--- src/include/wdt_pkg.sv ---
// Package: constants, types and helpers for the watchdog and reset guard
package wdt_pkg;

	// ************************************************************
	// Timing
	// ************************************************************
	localparam int CLK_PERIOD_NS        = 4;
	localparam int SLOW_OSC_KHZ         = 32;
	localparam int KEY_FAULT_DELAY_NS   = 1000;
	localparam int KEY_FAULT_DELAY_CYC  = (KEY_FAULT_DELAY_NS + CLK_PERIOD_NS - 1) / CLK_PERIOD_NS;

	// ************************************************************
	// Register map (byte addresses)
	// ************************************************************
	localparam int          ADDR_W         = 8;
	localparam logic [7:0]  OFS_CONTROL    = 8'h00;
	localparam logic [7:0]  OFS_CAUSE      = 8'h04;
	localparam logic [7:0]  OFS_GUARD      = 8'h08;
	localparam logic [7:0]  OFS_STATE      = 8'h0c;
	localparam logic [7:0]  OFS_INT_STATUS = 8'h10;
	localparam logic [7:0]  OFS_INT_ENABLE = 8'h14;
	localparam logic [7:0]  OFS_INT_CLEAR  = 8'h18;
	localparam logic [7:0]  OFS_COUNT      = 8'h1c;

	// ************************************************************
	// Reset values and key patterns
	// ************************************************************
	localparam logic [7:0]  CONTROL_RESET  = 8'h53;
	localparam logic [7:0]  GUARD_RESET    = 8'h55;
	localparam logic [7:0]  GUARD_KEY_A    = 8'h55;
	localparam logic [7:0]  GUARD_KEY_B    = 8'haa;
	localparam logic [4:0]  ARM_KEY_A      = 5'h15;
	localparam logic [4:0]  ARM_KEY_B      = 5'h0a;
	localparam logic [3:0]  CAUSE_RESET    = 4'h0;
	localparam logic [3:0]  INT_EN_RESET   = 4'h0;

	// ************************************************************
	// Field positions
	// ************************************************************
	localparam int CAUSE_WDT_KEY  = 0;
	localparam int CAUSE_VOLT_KEY = 1;
	localparam int CAUSE_UNDERV   = 2;
	localparam int CAUSE_GUARD    = 3;
	localparam int EV_TIMEOUT_RUN = 0;
	localparam int EV_TIMEOUT_PD  = 1;
	localparam int EV_WDT_KEY     = 2;
	localparam int EV_GUARD_KEY   = 3;
	localparam int ST_EXPIRY      = 0;
	localparam int ST_POWER_DOWN  = 1;

	localparam int CNT_W = 19;

	// ************************************************************
	// Types
	// ************************************************************
	typedef struct packed
	{
		logic [4:0] arm_key;
		logic [2:0] period_select;
	} watchdog_control_s;

	typedef enum logic [1:0]
	{
		FT_IDLE = 2'b00,
		FT_WAIT = 2'b01,
		FT_FIRE = 2'b10
	} fault_state_e;

	// ************************************************************
	// Helpers
	// ************************************************************
	function automatic logic arm_key_ok(input logic [4:0] k);
		arm_key_ok = (k == ARM_KEY_A) || (k == ARM_KEY_B);
	endfunction

	function automatic logic guard_key_ok(input logic [7:0] k);
		guard_key_ok = (k == GUARD_KEY_A) || (k == GUARD_KEY_B);
	endfunction

	function automatic logic [CNT_W-1:0] period_limit(input logic [2:0] sel);
		case (sel)
			3'h0:    period_limit = 19'h00100;
			3'h1:    period_limit = 19'h00400;
			3'h2:    period_limit = 19'h01000;
			3'h3:    period_limit = 19'h04000;
			3'h4:    period_limit = 19'h08000;
			3'h5:    period_limit = 19'h10000;
			3'h6:    period_limit = 19'h20000;
			default: period_limit = 19'h40000;
		endcase
	endfunction

endpackage

--- src/rtl/osc_tick_sync.sv ---
// Synchroniser and rising-edge tick for the slow oscillator pin
`timescale 1ns/10ps
module osc_tick_sync
	import wdt_pkg::*;
(
	input  wire logic clk,
	input  wire logic arst_n,
	input  wire logic osc_pin,
	output logic      tick
);

	logic meta;
	logic sync;
	logic sync_d;

	// Two stages, then an edge detector on the second
	always_ff @(posedge clk or negedge arst_n)
	begin
		if (!arst_n)
		begin
			meta   <= 1'b0;
			sync   <= 1'b0;
			sync_d <= 1'b0;
			tick   <= 1'b0;
		end
		else
		begin
			meta   <= osc_pin;
			sync   <= meta;
			sync_d <= sync;
			tick   <= sync & ~sync_d;
		end
	end

endmodule // osc_tick_sync

--- src/rtl/key_fault_timer.sv ---
// Delay from a key fault to the reset it causes
`timescale 1ns/10ps
module key_fault_timer
	import wdt_pkg::*;
#(
	parameter int DELAY_CYC = KEY_FAULT_DELAY_CYC
)
(
	input  wire logic clk,
	input  wire logic arst_n,
	input  wire logic fault,
	output logic      fire
);

	localparam int CW = $clog2(DELAY_CYC + 1);

	fault_state_e    state;
	fault_state_e    next_state;
	logic [CW-1:0]   cnt;
	logic            done;

	assign done = (cnt == CW'(DELAY_CYC - 1));
	assign fire = (state == FT_FIRE);

	// Once started the delay runs out even if the key is repaired
	always_comb
	begin
		case (state)
			FT_IDLE: next_state = fault ? FT_WAIT : FT_IDLE;
			FT_WAIT: next_state = done ? FT_FIRE : FT_WAIT;
			FT_FIRE: next_state = FT_IDLE;
			default: next_state = FT_IDLE;
		endcase
	end

	always_ff @(posedge clk or negedge arst_n)
	begin
		if (!arst_n)
		begin
			state <= FT_IDLE;
			cnt   <= '0;
		end
		else
		begin
			state <= next_state;
			cnt   <= (state == FT_WAIT) ? cnt + CW'(1) : '0;
		end
	end

endmodule // key_fault_timer

--- src/rtl/wdt_top.sv ---
// Watchdog timer, reset guard key and reset-cause flags behind APB
//
// Function
// (RULE_01) Counter advances on slow oscillator ticks; time-out is a power-of-two count.
// (RULE_02) Select codes 0 to 6 give 2^8,2^10,2^12,2^14,2^15,2^16,2^17 periods.
// (RULE_03) Select code 7 gives 2^18 periods, the longest time-out.
// (RULE_04) Arm key 10101 or 01010 keeps watchdog running; no code stops it.
// (RULE_05) Any other arm key gives full reset after delay and sets its flag.
// (RULE_06) Control register powers up as 0x53: key 01010, select 011.
// (RULE_07) Arm-key cause flag in bit 0 set by fault, cleared only by writing zero.
// (RULE_08) Cause bits 7 to 4 read zero; guard, line and arm flags power up zero.
// (RULE_09) Counter overflow in normal operation gives a full reset.
// (RULE_10) Time-out sets expiry flag; in power-down only PC and SP reset.
// (RULE_11) Counter cleared by illegal key write, clear instruction, and halt instruction.
// (RULE_12) One clear instruction alone clears the counter.
// (RULE_13) Guard key 0x55 or 0xaa does nothing; else full reset after delay.
// (RULE_14) Guard key register powers up as 0x55.
// (RULE_15) Power-on reset loads the program counter with zero.
// (RULE_16) Power-on reset presets all port data and direction registers to ones.
// (RULE_17) Guard-key cause flag in bit 3 set by guard fault, cleared only by software.
// (RULE_18) After any clear the count restarts at zero and expires after full period.
`timescale 1ns/10ps
module wdt_top
	import wdt_pkg::*;
#(
	parameter int DELAY_CYC = KEY_FAULT_DELAY_CYC
)
(
	input  wire logic              CLK_SYS,
	input  wire logic              ARST_N,
	input  wire logic              PSEL,
	input  wire logic              PENABLE,
	input  wire logic              PWRITE,
	input  wire logic [ADDR_W-1:0] PADDR,
	input  wire logic [31:0]       PWDATA,
	input  wire logic [3:0]        PSTRB,
	output logic                   PREADY,
	output logic [31:0]            PRDATA,
	output logic                   PSLVERR,
	input  wire logic              SLOW_OSC,
	input  wire logic              CLEAR_WATCHDOG_INSTR,
	input  wire logic              HALT_INSTR,
	input  wire logic              POWER_DOWN,
	input  wire logic              VOLTAGE_KEY_FAULT,
	input  wire logic              UNDERVOLTAGE_EVENT,
	output logic                   FULL_RESET,
	output logic                   PC_SP_RESET,
	output logic                   PC_ZERO_LOAD,
	output logic                   PORT_PRESET,
	output logic                   WATCHDOG_EXPIRY_FLAG,
	output logic                   IRQ
);

	// ************************************************************
	// Storage
	// ************************************************************
	watchdog_control_s  watchdog_control;
	logic [7:0]         reset_guard_key;
	logic [3:0]         reset_cause_flags;
	logic [3:0]         int_status;
	logic [3:0]         int_enable;
	logic [CNT_W-1:0]   count;
	logic               osc_tick;
	logic [1:0]         fault;
	logic [1:0]         fire;

	// ************************************************************
	// APB decode
	// ************************************************************
	logic               access;
	logic               wr;
	logic               rd;
	logic               lane0;
	logic               hit_control;
	logic               hit_cause;
	logic               hit_guard;
	logic               hit_state;
	logic               hit_int_status;
	logic               hit_int_enable;
	logic               hit_int_clear;
	logic               hit_count;
	logic               mapped;
	logic [31:0]        next_prdata;

	assign access         = PSEL & PENABLE & ~PREADY;
	assign wr             = access & PWRITE;
	assign rd             = access & ~PWRITE;
	assign lane0          = PSTRB[0];
	assign hit_control    = (PADDR == OFS_CONTROL);
	assign hit_cause      = (PADDR == OFS_CAUSE);
	assign hit_guard      = (PADDR == OFS_GUARD);
	assign hit_state      = (PADDR == OFS_STATE);
	assign hit_int_status = (PADDR == OFS_INT_STATUS);
	assign hit_int_enable = (PADDR == OFS_INT_ENABLE);
	assign hit_int_clear  = (PADDR == OFS_INT_CLEAR);
	assign hit_count      = (PADDR == OFS_COUNT);
	assign mapped         = hit_control | hit_cause | hit_guard | hit_state
	                      | hit_int_status | hit_int_enable | hit_int_clear | hit_count;

	logic               wr_control;
	logic               wr_cause;
	logic               wr_guard;
	logic               wr_int_enable;
	logic               wr_int_clear;

	assign wr_control    = wr & hit_control & lane0;
	assign wr_cause      = wr & hit_cause & lane0;
	assign wr_guard      = wr & hit_guard & lane0;
	assign wr_int_enable = wr & hit_int_enable & lane0;
	assign wr_int_clear  = wr & hit_int_clear & lane0;

	// Upper bits of narrow registers read as zero
	assign next_prdata =
		hit_control    ? {24'h0, watchdog_control} :
		hit_cause      ? {28'h0, reset_cause_flags} :  // RULE_08
		hit_guard      ? {24'h0, reset_guard_key} :
		hit_state      ? {30'h0, POWER_DOWN, WATCHDOG_EXPIRY_FLAG} :
		hit_int_status ? {28'h0, int_status} :
		hit_int_enable ? {28'h0, int_enable} :
		hit_count      ? {13'h0, count} :
		32'h0;

	always_ff @(posedge CLK_SYS or negedge ARST_N)
	begin
		if (!ARST_N)
		begin
			PREADY  <= 1'b0;
			PRDATA  <= 32'h0;
			PSLVERR <= 1'b0;
		end
		else
		begin
			PREADY  <= access;
			PRDATA  <= rd ? next_prdata : 32'h0;
			PSLVERR <= access & ~mapped;
		end
	end

	// ************************************************************
	// Slow oscillator tick
	// ************************************************************
	osc_tick_sync u_tick
	(
		.clk     (CLK_SYS),
		.arst_n  (ARST_N),
		.osc_pin (SLOW_OSC),
		.tick    (osc_tick)
	);

	// ************************************************************
	// Key fault delay
	// ************************************************************
	assign fault[0] = ~arm_key_ok(watchdog_control.arm_key);  // RULE_05
	assign fault[1] = ~guard_key_ok(reset_guard_key);         // RULE_13

	genvar gi;
	generate
		for (gi = 0; gi < 2; gi++)
		begin : g_fault
			key_fault_timer #(.DELAY_CYC(DELAY_CYC)) u_delay
			(
				.clk    (CLK_SYS),
				.arst_n (ARST_N),
				.fault  (fault[gi]),
				.fire   (fire[gi])
			);
		end
	endgenerate

	// ************************************************************
	// Watchdog counter
	// ************************************************************
	logic [CNT_W-1:0]   limit;
	logic [CNT_W-1:0]   count_inc;
	logic               bad_key_write;
	logic               expire;
	logic               expire_run;
	logic               expire_pd;
	logic               full_reset_now;
	logic               clear_count;

	assign limit          = period_limit(watchdog_control.period_select);  // RULE_02 RULE_03
	assign count_inc      = count + CNT_W'(1);
	assign bad_key_write  = wr_control & ~arm_key_ok(PWDATA[7:3]);
	assign expire         = osc_tick & (count_inc >= limit);  // RULE_01 RULE_18
	assign expire_run     = expire & ~POWER_DOWN;
	assign expire_pd      = expire & POWER_DOWN;
	assign full_reset_now = expire_run | fire[0] | fire[1];  // RULE_09 RULE_05 RULE_13
	assign clear_count    = bad_key_write | CLEAR_WATCHDOG_INSTR | HALT_INSTR;  // RULE_11 RULE_12

	// Counting never stops: the arm key only faults, never disables
	always_ff @(posedge CLK_SYS or negedge ARST_N)
	begin
		if (!ARST_N)
			count <= '0;
		else if (clear_count | full_reset_now | expire)
			count <= '0;  // RULE_18
		else if (osc_tick)
			count <= count_inc;  // RULE_04
	end

	// ************************************************************
	// Control and guard key registers
	// ************************************************************
	always_ff @(posedge CLK_SYS or negedge ARST_N)
	begin
		if (!ARST_N)
		begin
			watchdog_control <= CONTROL_RESET;  // RULE_06
			reset_guard_key  <= GUARD_RESET;    // RULE_14
		end
		else if (full_reset_now)
		begin
			watchdog_control <= CONTROL_RESET;
			reset_guard_key  <= GUARD_RESET;
		end
		else
		begin
			if (wr_control)
				watchdog_control <= PWDATA[7:0];
			if (wr_guard)
				reset_guard_key <= PWDATA[7:0];
		end
	end

	// ************************************************************
	// Reset cause flags
	// ************************************************************
	logic [3:0]         cause_set;
	logic [3:0]         cause_keep;

	assign cause_set[CAUSE_WDT_KEY]  = fire[0];             // RULE_07
	assign cause_set[CAUSE_VOLT_KEY] = VOLTAGE_KEY_FAULT;
	assign cause_set[CAUSE_UNDERV]   = UNDERVOLTAGE_EVENT;
	assign cause_set[CAUSE_GUARD]    = fire[1];             // RULE_17
	assign cause_keep = wr_cause ? (reset_cause_flags & PWDATA[3:0]) : reset_cause_flags;

	// Writing one never sets a flag; a set in the clearing cycle wins
	always_ff @(posedge CLK_SYS or negedge ARST_N)
	begin
		if (!ARST_N)
			reset_cause_flags <= CAUSE_RESET;  // RULE_08
		else
			reset_cause_flags <= cause_keep | cause_set;  // RULE_07 RULE_17
	end

	// ************************************************************
	// Expiry flag and reset requests
	// ************************************************************
	always_ff @(posedge CLK_SYS or negedge ARST_N)
	begin
		if (!ARST_N)
		begin
			WATCHDOG_EXPIRY_FLAG <= 1'b0;
			FULL_RESET           <= 1'b0;
			PC_SP_RESET          <= 1'b0;
			PC_ZERO_LOAD         <= 1'b1;  // RULE_15
			PORT_PRESET          <= 1'b1;  // RULE_16
		end
		else
		begin
			if (expire)
				WATCHDOG_EXPIRY_FLAG <= 1'b1;  // RULE_10
			else if (HALT_INSTR | CLEAR_WATCHDOG_INSTR)
				WATCHDOG_EXPIRY_FLAG <= 1'b0;
			FULL_RESET   <= full_reset_now;  // RULE_09
			PC_SP_RESET  <= expire_pd;       // RULE_10
			PC_ZERO_LOAD <= full_reset_now | expire_pd;
			PORT_PRESET  <= full_reset_now;
		end
	end

	// ************************************************************
	// Interrupts
	// ************************************************************
	logic [3:0]         ev;
	logic [3:0]         int_keep;

	assign ev[EV_TIMEOUT_RUN] = expire_run;
	assign ev[EV_TIMEOUT_PD]  = expire_pd;
	assign ev[EV_WDT_KEY]     = fire[0];
	assign ev[EV_GUARD_KEY]   = fire[1];
	assign int_keep = wr_int_clear ? (int_status & ~PWDATA[3:0]) : int_status;

	always_ff @(posedge CLK_SYS or negedge ARST_N)
	begin
		if (!ARST_N)
		begin
			int_status <= 4'h0;
			int_enable <= INT_EN_RESET;
			IRQ        <= 1'b0;
		end
		else
		begin
			int_status <= int_keep | ev;
			if (wr_int_enable)
				int_enable <= PWDATA[3:0];
			IRQ <= |(int_status & int_enable);
		end
	end

endmodule // wdt_top

--- config.mk ---
export PLATFORM = sky130hd
export DESIGN_NAME = wdt_top
export DESIGN_NICKNAME = d
export VERILOG_FILES = /design/src/include/wdt_pkg.sv /design/src/rtl/osc_tick_sync.sv /design/src/rtl/key_fault_timer.sv /design/src/rtl/wdt_top.sv
export SDC_FILE = /design/constraint.sdc
export NUM_CORES = 1
export LEC_CHECK = 0
export BUFFER_PORTS_ARGS = -buffer_cell sky130_fd_sc_hd__buf_2
export CORE_ASPECT_RATIO = 1.25
export CORE_MARGIN = 2
export CORE_UTILIZATION = 35
export CTS_BUF_LIST = sky130_fd_sc_hd__clkbuf_2 sky130_fd_sc_hd__clkbuf_4 sky130_fd_sc_hd__clkbuf_8
export DETAILED_ROUTE_END_ITERATION = 7
export GPL_ROUTABILITY_DRIVEN = 1
export PLACE_DENSITY = 0.59
export SETUP_SLACK_MARGIN = 0.02
export SYNTH_ARGS = -nofsm -noshare
export SYNTH_HDL_FRONTEND = slang
export SYNTH_SLANG_ARGS = --single-unit
--- constraint.sdc ---
create_clock -name CLK_SYS -period 4.4 [get_ports CLK_SYS]
set_input_delay 0.44 -clock CLK_SYS [delete_from_list [all_inputs] [get_ports CLK_SYS]]
set_output_delay 0.44 -clock CLK_SYS [all_outputs]
set_load 0.02 [all_outputs]
==> flow_metrics.env <==
export IMPL_outcome="finished clean"
export IMPL_fp_dieArea_um2=17000
export IMPL_p_clk_share_pct=33.9
export IMPL_fin_crit_sh_pct=91.4
export IMPL_fillers=1550
export IMPL_dpl_cell_count=807
export IMPL_htreeDepth=3
export IMPL_syn_cell_area_um2=5590
export IMPL_hold_path_class="in2async"
export IMPL_crit_type="reg2reg"
export IMPL_antenna_found_initial=0
export IMPL_clk_latency_ns=0.38
export IMPL_drv_slew=0
export IMPL_seqPwrFrac_pct=54.0
export IMPL_gp_congestion=0.847
export IMPL_grt_pass1_wl_um=24000
export IMPL_fin_util_pct=39.4
export IMPL_rsz0062_at_grt="no"
export IMPL_holdWs_ns=0.124
export IMPL_io_buffers=54
export IMPL_ant_nets=0
export IMPL_cts_tree="built"
export IMPL_clockRootBuffer="clkbuf_8"
export IMPL_hold_viol_final=0
export IMPL_setup_violations_final=0
export IMPL_p_switching_uw=538
export IMPL_nets=675
export IMPL_async_reset_ff_share_pct=100
export IMPL_routed_wirelength_um=14600
export IMPL_clock_path_buffers=2
export IMPL_place_detailed_hpwl_um=10200
export IMPL_synth_ff_type="dfrtp_1"
export IMPL_p_comb_share_pct=12.0
export IMPL_ys_warn_count=0
export IMPL_cp_max_fo=19
export IMPL_drive_gt1_share_pct=17.7
export IMPL_first_iter_violations=455
export IMPL_cts_num_sinks=98
export IMPL_grt_use_total_pct=18.0
export IMPL_final_cell_area_um2=6170
export IMPL_vias_per_cell=5.65
export IMPL_path_clk_slew_ns=0.10
export IMPL_drv_cap=0
export IMPL_ctsHoldBuffers=0
export IMPL_vdd_drop_max_uv=107
export IMPL_ys_types=63
export IMPL_p_int_uw=1290
export IMPL_worstMarginPinSlew_ns=1.31
export IMPL_ctsResizeCount=0
export IMPL_arrival_ns=4.25
export IMPL_fmax_mhz=249
export IMPL_io_pin_count=95
export IMPL_post_cts_buffers=0
export IMPL_p_sw_share_pct=29.5
export IMPL_grt_pass1_vias=4562
export IMPL_synth_seq_cells=98
export IMPL_skew_ns=0.0128
export IMPL_coreArea_um2=15600
export IMPL_wl_per_cell_um=17.7
export IMPL_die_h_um=145
export IMPL_yosysSeqAreaShare_pct=44.1
export IMPL_grt_remaining_overflow=0
export IMPL_power_leakage_uw=0.00277
export IMPL_fin_cells=823
export IMPL_powerDensity_nw_per_um2=296
export IMPL_drc=0
export IMPL_first_pass_iters=5
export IMPL_place_area_um2=5960
export IMPL_max_slew_margin_pct=12.8
export IMPL_synth_edff_count=0
export IMPL_min_period_ns=4.02
export IMPL_vias=4646
export IMPL_start_util_pct=35.7
export IMPL_syn_avg_cell_area_um2=9.73
export IMPL_areaGrowthSynthToFinish_pct=10.4
export IMPL_row_count=51
export IMPL_synth_cells=574
export IMPL_grt_max_degree=60
export IMPL_start_kind="flop"
export IMPL_num_antenna_cells=0
export IMPL_setup_tns_ns=0
export IMPL_required_ns=4.62
export IMPL_die_w_um=117
export IMPL_numCtsBuffers=9
export IMPL_end_kind="flop"
[layout by cell type (no fill, tap or decap), types with 5 or more instances in the layout]
master and count:
dfrtp_1 88, buf_2 53, nand2_1 49, nor2_1 43, nand3_1 23, mux2i_1 23, a21oi_1 18, and2_1 15
o2111ai_1 14, ha_1 14, o21ai_0 13, conb_1 13, and3_1 12, nor3_1 12, o211ai_1 12, inv_1 11
dfstp_2 10, xor2_1 10, a22oi_1 10, buf_4 10, clkbuf_8 9, or3_1 8, xnor2_1 8, a311oi_1 8
nand2b_1 7, a31oi_1 7, o221ai_1 7, nor3b_1 6, nor4_1 6, mux2_2 6, nand3b_1 5, and4_1 5
nand4_1 5, nor2b_1 5, o22ai_1 5, o311ai_1 5
[worst max-delay path, stage by stage, from the launching register on]
cell      delay [ns]
dfrtp_1         0.47
ha_1            0.28
and3_1          0.24
nand4_1         0.26
nor3_1          0.46
xnor2_1         0.13
ha_1            0.30
nand4_1         0.13
or4_1           0.77
o21ai_4         0.58
o311ai_0        0.24
[logic make-up after synthesis]
family,Yosys count,synth area share (%)
simple gates,220,21.3
buf+inv,67,5.87
fa+ha+maj,14,3.14
xor+xnor,18,2.82
mux,29,5.33
other cells,1,0.0671
compound gates,127,17.4
flops,98,44.1
[final timing paths]
path / from / to / slack, ns / cells after the start
max reg2reg: count[1] / count[9] / 0.38 / 10
max in group asynchronous: ARST_N / g_fault[0].u_delay.cnt[1] / 3.26 / 2
min in group CLK_SYS: SLOW_OSC / u_tick.meta / 0.17 / 1
min: ARST_N / PC_SP_RESET / 0.12 / 1
min reg2reg: u_tick.meta / u_tick.sync / 0.36 / 0
max: count[1] / count[9] / 0.38 / 10
[state kept, by name, summed over array words and instances (netlist names), 4 cells and up]
signal                 flops
PRDATA                    19
count                     19
g_fault.u_delay.cnt       16
reset_guard_key            8
watchdog_control           8
g_fault.u_delay.state      4
int_enable                 4
int_status                 4
reset_cause_flags          4
[cell usage after synthesis, types with 8 or more instances]
| cell type | instances | share of area [%] |
|---|---|---|
| inv_1 | 11 | 0.74 |
| dfrtp_1 | 88 | 39 |
| nor2_1 | 43 | 2.9 |
| buf_4 | 14 | 1.9 |
| dfstp_2 | 10 | 4.7 |
| nand2_1 | 49 | 3.3 |
| o211ai_1 | 12 | 1.6 |
| nand3_1 | 23 | 2.1 |
| clkbuf_1 | 28 | 1.9 |
| nor3_1 | 12 | 1.1 |
| or3_1 | 8 | 0.90 |
| xor2_1 | 10 | 1.6 |
| a22oi_1 | 10 | 1.3 |
| and2_1 | 15 | 1.7 |
| o21ai_0 | 13 | 1.2 |
| a21oi_1 | 18 | 1.6 |
| a311oi_1 | 9 | 1.4 |
| o2111ai_1 | 14 | 2.2 |
| and3_1 | 12 | 1.3 |
| mux2i_1 | 23 | 4.1 |
| xnor2_1 | 8 | 1.3 |
| ha_1 | 14 | 3.1 |
[per-layer routing]
layer,wire length [um],GRT usage [%],up-vias
met5,0,0,-
li1,-,-,2171
met2,6980,28.6,172
met1,6170,23.2,2269
met4,571,8.76,0
met3,846,3.43,34
[power by group through the flow]
stage / Sequential (uW) / Clock [uW] / Combinational [uW]
floorplan: 992 / 0 / 156
global placement: 1000 / 0 / 214
detailed placement: 1010 / 0 / 220
CTS: 988 / 641 / 220
global route: 996 / 687 / 247
finish: 986 / 620 / 220
[stage by stage]
| step | power (uW) | setup slack [ns] |
|---|---|---|
| finish | 1830 | 0.377 |
| global route | 1930 | 0.0704 |
| CTS | 1850 | 0.380 |
| detailed placement | 1230 | 0.420 |
| global placement | 1220 | 0.428 |
| floorplan | 1150 | 1.05 |
[layout make-up]
class / instances / area (um^2) / share of cell area [%]
inverters: 13 / 48.8 / 0.791
multi-input cells: 421 / 2850 / 46.1
clock inverters: 6 / 71.3 / 1.16
repair buffers: 63 / 340 / 5.52
clock buffers: 10 / 131 / 2.13
well taps: 212 / 265 / 4.30
flip-flops and latches: 98 / 2460 / 40.0
Power figures use the tool's default switching activity.
